===== src/include/pcs_pkg.sv =====
// Constants and types of the PHY configuration and strap control block
// Function
// - Configuration source select low gives hardware mode, high gives software mode.
// - Hardware mode: speed select is an input, low 10Base-T, high 100Base-TX.
// - Software mode: speed select driven out, low 10Base-T, high 100Base-TX.
// - Hardware mode: autoneg select is an input, high selects auto-negotiation.
// - Software mode: autoneg select driven out, high while auto-negotiation enabled.
// - Hardware mode: duplex select is an input, low half, high full duplex.
// - Software mode: duplex select driven low while set for half duplex.
// - Auto crossover enable is input only; undriven it reads as asserted.
// - Scrambler lock output high while lock is held, low otherwise.
// - Link status output high while a link is established, low otherwise.
// - Interface format select low configures the MAC-side port as MII.
// - Format select high: symbol interface at 100Base-TX, serial at 10Base-T.
// - Node/repeater select low gives node, high repeater; steers SQE test, carrier.
// - Carrier: half-duplex node on receive or transmit; full duplex/repeater receive only.
// - Device held in reset while hardware reset input is low; the read data register is reset by i_rst only and keeps answering reads.
package pcs_pkg;

	localparam int PCS_ADDR_W      = 8;
	localparam int PCS_DATA_W      = 32;

	typedef logic [PCS_ADDR_W-1:0] pcs_addr_t;

	// Register byte offsets
	localparam pcs_addr_t PCS_CTRL_OFS = 8'h00;
	localparam pcs_addr_t PCS_STAT_OFS = 8'h04;

	// Control register fields
	localparam int PCS_CTRL_SPEED  = 0;
	localparam int PCS_CTRL_AN     = 1;
	localparam int PCS_CTRL_DPX    = 2;
	localparam int PCS_CTRL_W      = 3;
	localparam logic [PCS_CTRL_W-1:0] PCS_CTRL_RST = 3'h7;

	// Status register fields
	localparam int PCS_STAT_SW     = 0;
	localparam int PCS_STAT_SPEED  = 1;
	localparam int PCS_STAT_AN     = 2;
	localparam int PCS_STAT_DPX    = 3;
	localparam int PCS_STAT_XOVER  = 4;
	localparam int PCS_STAT_LOCK   = 5;
	localparam int PCS_STAT_LINK   = 6;
	localparam int PCS_STAT_IFSEL  = 7;
	localparam int PCS_STAT_REP    = 8;
	localparam int PCS_STAT_CRS    = 9;
	localparam int PCS_STAT_RUN    = 10;
	localparam int PCS_STAT_W      = 11;

	// Pin levels
	localparam logic PCS_MODE_HW   = 1'h0;
	localparam logic PCS_MODE_SW   = 1'h1;
	localparam logic PCS_IF_MII    = 1'h0;
	localparam logic PCS_ROLE_REP  = 1'h1;

endpackage


===== src/include/pcs_cs_if.sv =====
// Carrier sense signals between the configuration core and the carrier logic
`timescale 1ns/1ps
interface pcs_cs_if;
	logic rx_activity;
	logic tx_activity;
	logic half_duplex;
	logic repeater;
	logic carrier_sense;

	modport cfg
	(
		output rx_activity,
		output tx_activity,
		output half_duplex,
		output repeater,
		input  carrier_sense
	);

	modport sense
	(
		input  rx_activity,
		input  tx_activity,
		input  half_duplex,
		input  repeater,
		output carrier_sense
	);
endinterface


===== src/rtl/pcs_top.sv =====
// Configuration source, strap pins, status pins and register port of the PHY
`timescale 1ns/1ps
module pcs_top
#(
	parameter int P_DATA_W = pcs_pkg::PCS_DATA_W
)
(
	input  wire logic              i_clk,
	input  wire logic              i_rst,
	input  wire logic              i_hardware_reset_n,
	input  wire logic              i_config_source_select,
	input  wire logic              i_speed_select,
	output logic                   o_speed_select,
	output logic                   o_speed_select_oe,
	input  wire logic              i_autoneg_select,
	output logic                   o_autoneg_select,
	output logic                   o_autoneg_select_oe,
	input  wire logic              i_duplex_select,
	output logic                   o_duplex_select,
	output logic                   o_duplex_select_oe,
	input  wire logic              i_auto_crossover_enable,
	input  wire logic              i_auto_crossover_driven,
	input  wire logic              i_interface_format_select,
	input  wire logic              i_node_repeater_select,
	input  wire logic              i_scrambler_locked,
	input  wire logic              i_link_up,
	input  wire logic              i_rx_activity,
	input  wire logic              i_tx_activity,
	output logic                   o_scrambler_lock,
	output logic                   o_link_status_out,
	output logic                   o_carrier_sense,
	output logic                   o_speed_100,
	output logic                   o_autoneg_enable,
	output logic                   o_full_duplex,
	output logic                   o_auto_crossover,
	output logic                   o_if_mii,
	output logic                   o_if_symbol,
	output logic                   o_if_serial,
	output logic                   o_repeater_mode,
	output logic                   o_sqe_test_enable,
	output logic                   o_operational,
	input  wire pcs_pkg::pcs_addr_t i_addr,
	input  wire logic [P_DATA_W-1:0] i_wdata,
	input  wire logic              i_wr,
	input  wire logic              i_rd,
	output logic [P_DATA_W-1:0]    o_rdata
);
	import pcs_pkg::*;

	////////////////////////////////////////////////////////////////////////////////
	// Elaboration checks
	generate
		if (P_DATA_W < PCS_STAT_W)
		begin : g_bad_width
			$error("pcs_top: data width too narrow for status word");
		end
	endgenerate

	////////////////////////////////////////////////////////////////////////////////
	// Functions

	// Pin level in hardware mode, register value in software mode
	function automatic logic sel_cfg
	(
		input logic sw_mode,
		input logic pin_level,
		input logic reg_value
	);
		sel_cfg = (sw_mode == PCS_MODE_SW) ? reg_value : pin_level;
	endfunction

	function automatic logic addr_hit
	(
		input pcs_addr_t addr,
		input pcs_addr_t ofs
	);
		addr_hit = (addr == ofs);
	endfunction

	////////////////////////////////////////////////////////////////////////////////
	// Declarations
	logic                   core_rst;
	logic [PCS_CTRL_W-1:0]  ctrl;
	logic [PCS_CTRL_W-1:0]  next_ctrl;
	logic                   mode_sw;
	logic                   next_mode_sw;
	logic                   speed_100;
	logic                   next_speed_100;
	logic                   autoneg_en;
	logic                   next_autoneg_en;
	logic                   full_dpx;
	logic                   next_full_dpx;
	logic                   xover_en;
	logic                   next_xover_en;
	logic                   if_format;
	logic                   next_if_format;
	logic                   repeater;
	logic                   next_repeater;
	logic [2:0]             pin_val;
	logic [2:0]             next_pin_val;
	logic                   pin_oe;
	logic                   next_pin_oe;
	logic                   locked;
	logic                   next_locked;
	logic                   link;
	logic                   next_link;
	logic                   running;
	logic                   next_running;
	logic [PCS_STAT_W-1:0]  stat_word;
	logic [P_DATA_W-1:0]    rdata;
	logic [P_DATA_W-1:0]    next_rdata;

	pcs_cs_if cs ();

	// Hardware reset pin acts as a second synchronous reset
	assign core_rst = i_rst || !i_hardware_reset_n;

	////////////////////////////////////////////////////////////////////////////////
	// Control register: follows the straps in hardware mode
	always_comb
	begin
		next_ctrl = ctrl;
		if (i_config_source_select == PCS_MODE_HW)
		begin
			next_ctrl[PCS_CTRL_SPEED] = i_speed_select;
			next_ctrl[PCS_CTRL_AN]    = i_autoneg_select;
			next_ctrl[PCS_CTRL_DPX]   = i_duplex_select;
		end
		else if (i_wr && addr_hit(i_addr, PCS_CTRL_OFS))
		begin
			next_ctrl = i_wdata[PCS_CTRL_W-1:0];
		end
	end

	always_ff @(posedge i_clk)
	begin
		if (core_rst)
		begin
			ctrl <= PCS_CTRL_RST;
		end
		else
		begin
			ctrl <= next_ctrl;
		end
	end

	////////////////////////////////////////////////////////////////////////////////
	// Effective configuration, in step with the control register and the pins
	always_comb
	begin
		next_mode_sw    = i_config_source_select;
		next_speed_100  = sel_cfg(i_config_source_select, i_speed_select,
			next_ctrl[PCS_CTRL_SPEED]);
		next_autoneg_en = sel_cfg(i_config_source_select, i_autoneg_select,
			next_ctrl[PCS_CTRL_AN]);
		next_full_dpx   = sel_cfg(i_config_source_select, i_duplex_select,
			next_ctrl[PCS_CTRL_DPX]);
		// Internal pull-up: undriven input reads asserted
		next_xover_en   = i_auto_crossover_driven ? i_auto_crossover_enable
			: 1'h1;
		next_if_format  = i_interface_format_select;
		next_repeater   = i_node_repeater_select;
	end

	always_ff @(posedge i_clk)
	begin
		if (core_rst)
		begin
			mode_sw    <= PCS_MODE_HW;
			speed_100  <= PCS_CTRL_RST[PCS_CTRL_SPEED];
			autoneg_en <= PCS_CTRL_RST[PCS_CTRL_AN];
			full_dpx   <= PCS_CTRL_RST[PCS_CTRL_DPX];
			xover_en   <= 1'h1;
			if_format  <= PCS_IF_MII;
			repeater   <= 1'h0;
		end
		else
		begin
			mode_sw    <= next_mode_sw;
			speed_100  <= next_speed_100;
			autoneg_en <= next_autoneg_en;
			full_dpx   <= next_full_dpx;
			xover_en   <= next_xover_en;
			if_format  <= next_if_format;
			repeater   <= next_repeater;
		end
	end

	////////////////////////////////////////////////////////////////////////////////
	// Select pins: released in hardware mode, driven from control in software mode
	always_comb
	begin
		next_pin_oe  = (i_config_source_select == PCS_MODE_SW);
		next_pin_val = 3'h0;
		if (next_pin_oe)
		begin
			next_pin_val[PCS_CTRL_SPEED] = next_ctrl[PCS_CTRL_SPEED];
			next_pin_val[PCS_CTRL_AN]    = next_ctrl[PCS_CTRL_AN];
			// Low for half duplex, high for full duplex
			next_pin_val[PCS_CTRL_DPX]   = next_ctrl[PCS_CTRL_DPX];
		end
	end

	always_ff @(posedge i_clk)
	begin
		if (core_rst)
		begin
			pin_oe  <= 1'h0;
			pin_val <= 3'h0;
		end
		else
		begin
			pin_oe  <= next_pin_oe;
			pin_val <= next_pin_val;
		end
	end

	assign o_speed_select      = pin_val[PCS_CTRL_SPEED];
	assign o_speed_select_oe   = pin_oe;
	assign o_autoneg_select    = pin_val[PCS_CTRL_AN];
	assign o_autoneg_select_oe = pin_oe;
	assign o_duplex_select     = pin_val[PCS_CTRL_DPX];
	assign o_duplex_select_oe  = pin_oe;

	////////////////////////////////////////////////////////////////////////////////
	// Line status and run state
	always_comb
	begin
		next_locked  = i_scrambler_locked;
		next_link    = i_link_up;
		next_running = 1'h1;
	end

	always_ff @(posedge i_clk)
	begin
		if (core_rst)
		begin
			locked  <= 1'h0;
			link    <= 1'h0;
			running <= 1'h0;
		end
		else
		begin
			locked  <= next_locked;
			link    <= next_link;
			running <= next_running;
		end
	end

	assign o_scrambler_lock  = locked;
	assign o_link_status_out = link;
	assign o_operational     = running;

	////////////////////////////////////////////////////////////////////////////////
	// Core-facing configuration
	assign o_speed_100       = speed_100;
	assign o_autoneg_enable  = autoneg_en;
	assign o_full_duplex     = full_dpx;
	assign o_auto_crossover  = xover_en;
	assign o_if_mii          = (if_format == PCS_IF_MII);
	assign o_if_symbol       = (if_format != PCS_IF_MII) && speed_100;
	assign o_if_serial       = (if_format != PCS_IF_MII) && !speed_100;
	assign o_repeater_mode   = (repeater == PCS_ROLE_REP);
	// Node sends the SQE test, repeater suppresses it
	assign o_sqe_test_enable = (repeater != PCS_ROLE_REP) && running;

	////////////////////////////////////////////////////////////////////////////////
	// Carrier sense
	// Gated by reset itself so the first edge after release already counts
	assign cs.rx_activity = i_rx_activity && !core_rst;
	assign cs.tx_activity = i_tx_activity && !core_rst;
	assign cs.half_duplex = !full_dpx;
	assign cs.repeater    = (repeater == PCS_ROLE_REP);

	pcs_csense u_csense
	(
		.i_clk (i_clk),
		.i_rst (core_rst),
		.cs    (cs)
	);

	assign o_carrier_sense = cs.carrier_sense;

	////////////////////////////////////////////////////////////////////////////////
	// Register read port
	always_comb
	begin
		stat_word                 = '0;
		stat_word[PCS_STAT_SW]    = mode_sw;
		stat_word[PCS_STAT_SPEED] = speed_100;
		stat_word[PCS_STAT_AN]    = autoneg_en;
		stat_word[PCS_STAT_DPX]   = full_dpx;
		stat_word[PCS_STAT_XOVER] = xover_en;
		stat_word[PCS_STAT_LOCK]  = locked;
		stat_word[PCS_STAT_LINK]  = link;
		stat_word[PCS_STAT_IFSEL] = if_format;
		stat_word[PCS_STAT_REP]   = repeater;
		stat_word[PCS_STAT_CRS]   = cs.carrier_sense;
		stat_word[PCS_STAT_RUN]   = running;
	end

	always_comb
	begin
		next_rdata = '0;
		if (i_rd)
		begin
			if (addr_hit(i_addr, PCS_CTRL_OFS))
			begin
				next_rdata[PCS_CTRL_W-1:0] = ctrl;
			end
			else if (addr_hit(i_addr, PCS_STAT_OFS))
			begin
				next_rdata[PCS_STAT_W-1:0] = stat_word;
			end
		end
	end

	// Read port stays alive during hardware reset
	always_ff @(posedge i_clk)
	begin
		if (i_rst)
		begin
			rdata <= '0;
		end
		else
		begin
			rdata <= next_rdata;
		end
	end

	assign o_rdata = rdata;

endmodule


===== src/rtl/pcs_csense.sv =====
// Carrier sense generation from duplex and node/repeater setting
`timescale 1ns/1ps
module pcs_csense
(
	input  wire logic i_clk,
	input  wire logic i_rst,
	pcs_cs_if.sense   cs
);
	import pcs_pkg::*;

	logic crs;
	logic next_crs;

	////////////////////////////////////////////////////////////////////////////////
	// Transmit activity counts only for a half-duplex node
	always_comb
	begin
		next_crs = cs.rx_activity;
		if (cs.half_duplex && !cs.repeater)
		begin
			next_crs = cs.rx_activity || cs.tx_activity;
		end
	end

	always_ff @(posedge i_clk)
	begin
		if (i_rst)
		begin
			crs <= 1'h0;
		end
		else
		begin
			crs <= next_crs;
		end
	end

	assign cs.carrier_sense = crs;

endmodule


===== config.mk =====
export PLATFORM = sky130hd
export DESIGN_NAME = pcs_top
export DESIGN_NICKNAME = d
export VERILOG_FILES = /design/src/include/pcs_pkg.sv /design/src/include/pcs_cs_if.sv /design/src/rtl/pcs_top.sv /design/src/rtl/pcs_csense.sv
export SDC_FILE = /design/constraint.sdc
export NUM_CORES = 1
export LEC_CHECK = 0
export ABC_AREA = 1
export BUFFER_PORTS_ARGS = -buffer_cell sky130_fd_sc_hd__buf_4
export CORE_MARGIN = 3
export CORE_UTILIZATION = 31
export DETAILED_ROUTE_END_ITERATION = 6
export PLACE_DENSITY = 0.78
export SLEW_MARGIN = 20
export SYNTH_ARGS = -nofsm -noshare
export SYNTH_HDL_FRONTEND = slang
export SYNTH_SLANG_ARGS = --single-unit

===== constraint.sdc =====
create_clock -name i_clk -period 0.8 [get_ports i_clk]
set_input_delay 0.08 -clock i_clk [delete_from_list [all_inputs] [get_ports i_clk]]
set_output_delay 0.08 -clock i_clk [all_outputs]
set_load 0.02 [all_outputs]

==> out/metrics.cfg <==
[layout]
largest_reg_flops=11
final_cell_mix=buf_4 (35), buf_6 (30), dfxtp_2 (23)
num_antenna_cells=0
drive_gt1_share_pct=54.1
syn_to_final_growth_pct=73.7
final.fill_count=276
fin_nets=263
fin_util_pct=57.4
final_common_cell=buf_4

[worst_setup_path]
worstSetupPathType=flip-flop to primary output
crit_chain=inv_1 > nor2_2 > buf_4
critPathMaxFanout=2
required_ps=720
cp_slowest_cell=dfxtp_2
crit_buf_inv=2
crit_path_start_kind=flip-flop
end_kind=primary output
cp_top_family=flip-flops
cp_data_arrival_time_ps=940
max_stage_delay_ps=360

[drt]
viasPerCell=3.85
vias=958
route.detailed.drc=0
ant_nets=0
drt-pass1-iter-count=4
wl_per_cell_microns=9.89
drt_iter0_markers=32
wl_microns=2460

[sta]
setup_slack_ps=-219
min_period_ps=1020
final-setup-viol-count=32
holdWs_ps=2.64
rsz0062_at_grt=true
clock_skew_ps=8.71
drv_slew=0
timing.final.crit_share_pct=127
max_clock_freq_mhz=981
hold_viol_final=0

[die]
rows=20
fp.dieW_microns=63.5
die_area_sq_mm=0.00404
die_h_microns=63.5
start_util_pct=33.1
core-area_sq_mm=0.00310
io_pins=108

[outcome]
failed_checks=setup timing
status=finished, violations left

[grt]
grt_max_degree=16
grt_usage_pct=12.3
antenna_found_initial=0
grt_pass1_vias=924
grt_overflow=0
grt_pass1_wl_microns=3950

[placement]
dpl_worst_slack_ps=-190
gp_congestion=0.741
io_buffers=57
hpwl_microns=1840

[yosys]
syn_area_per_cell_sq_um=7.89
synth-seq-cells=25
synth_cells=130
ys_seq_area_share_pct=48.8
yosysWarnings=0
yosysUniqueCellTypes=14
synth_area_sq_mm=0.00103

[cts]
cts.sinks=25
root_buffer=clkbuf_4
clk_latency_ps=320
h-tree-depth=1
clockBufferDepth=2
cts_tree=yes
clkTransAtPathRegs_ps=140
cts_buffers=3

[power_and_ir_drop]
power_density_mw_per_mm2=1320
peakVddDrop_mv=0.620
p_leak_nw=0.906

[run]
cap_violations=0

[min_path]
hold_path_class=input port to flip-flop

## Yosys cell counts (all sizes together)
| cell | n | area [sq um] |
|---|---|---|
| clkbuf | 1 | 3.75 |
| nor2 | 26 | 105 |
| conb | 1 | 3.75 |
| dfxtp | 25 | 500 |
| nand3 | 11 | 55.1 |
| a21oi | 3 | 15.0 |
| inv | 22 | 82.6 |
| nand2 | 14 | 57.6 |
| a31oi | 1 | 6.26 |
| o21ai | 1 | 8.76 |
| nand3b | 2 | 15.0 |
| buf | 23 | 173 |
## tightest hold or removal path, stage by stage
cell and delay [ps]:
buf_4 80, a31oi_1 70, nor2_1 70
## worst paths after layout
| check | slack [ps] | cells after the start | endpoint | startpoint |
|---|---|---|---|---|
| worst max-delay path | -220 | 3 | o_sqe_test_enable | o_operational$_DFF_P_ |
| worst min-delay path | 3 | 3 | u_csense.cs.carrier_sense$_SDFF_PP0_ | i_tx_activity |
| worst max register to register | -30 | 5 | ctrl[0]$_SDFF_PP1_ | ctrl[0]$_SDFF_PP1_ |
| worst min register to register | 440 | 2 | o_rdata[5]$_SDFF_PP0_ | o_scrambler_lock$_SDFF_PP0_ |
## area by class of cell
class                      count  area (sq um)  area share [%]
clock inverter                 1          7.51           0.421
tap                           44          55.1            3.09
multi-input combinational     79           372            20.9
sequential                    25           537            30.1
timing repair buffer          75           701            39.3
clock buffer                   3          22.5            1.26
inverter                      22          87.6            4.92
## routing by layer
layer	wire [microns]	part of all wire (%)	vias up	GRT usage, %
met2	1300	53	46	23.2
met1	945	38	415	13.5
met4	22	0.89	0	4.04
li1	-	-	493	-
met3	191	7.8	4	2.32
met5	0	0	-	0
## through the flow
stage                     power (mW)  instance area (sq um)  setup TNS (ps)  instances
after detailed placement        1.72                   1440           -2580        230
after CTS                       2.35                   1750           -2760        248
after global routing            2.47                   1780           -3880        249
after global placement          1.72                   1440           -2280        230
final                           2.36                   1780           -2570        249
after floorplan                 1.61                   1110               0        150
## logic make-up after synthesis
kind of cell	Yosys count	synth area share [%]
buffers and inverters	46	25.2
AO/OA/AOI/OAI	5	2.93
flip-flops	25	48.8
other	1	0.366
AND/OR/NAND/NOR	53	22.7
## where the power goes
| group | internal, mW | switching (mW) | total (mW) |
|---|---|---|---|
| registers | 1.27 | 0.0224 | 1.30 |
| clock network | 0.191 | 0.377 | 0.567 |
| logic | 0.237 | 0.256 | 0.492 |
| total | 1.70 | 0.655 | 2.36 |
## what timing repair did
action | CTS | global route
pin swaps | 0 | 0
setup endpoints to repair | 30 | 43
endpoints found under the hold margin | 9 | 0
resized for setup | 59 | 8
hold buffers | 10 | 0
setup buffers | 4 | 1
(Power assumes the default switching activity.)
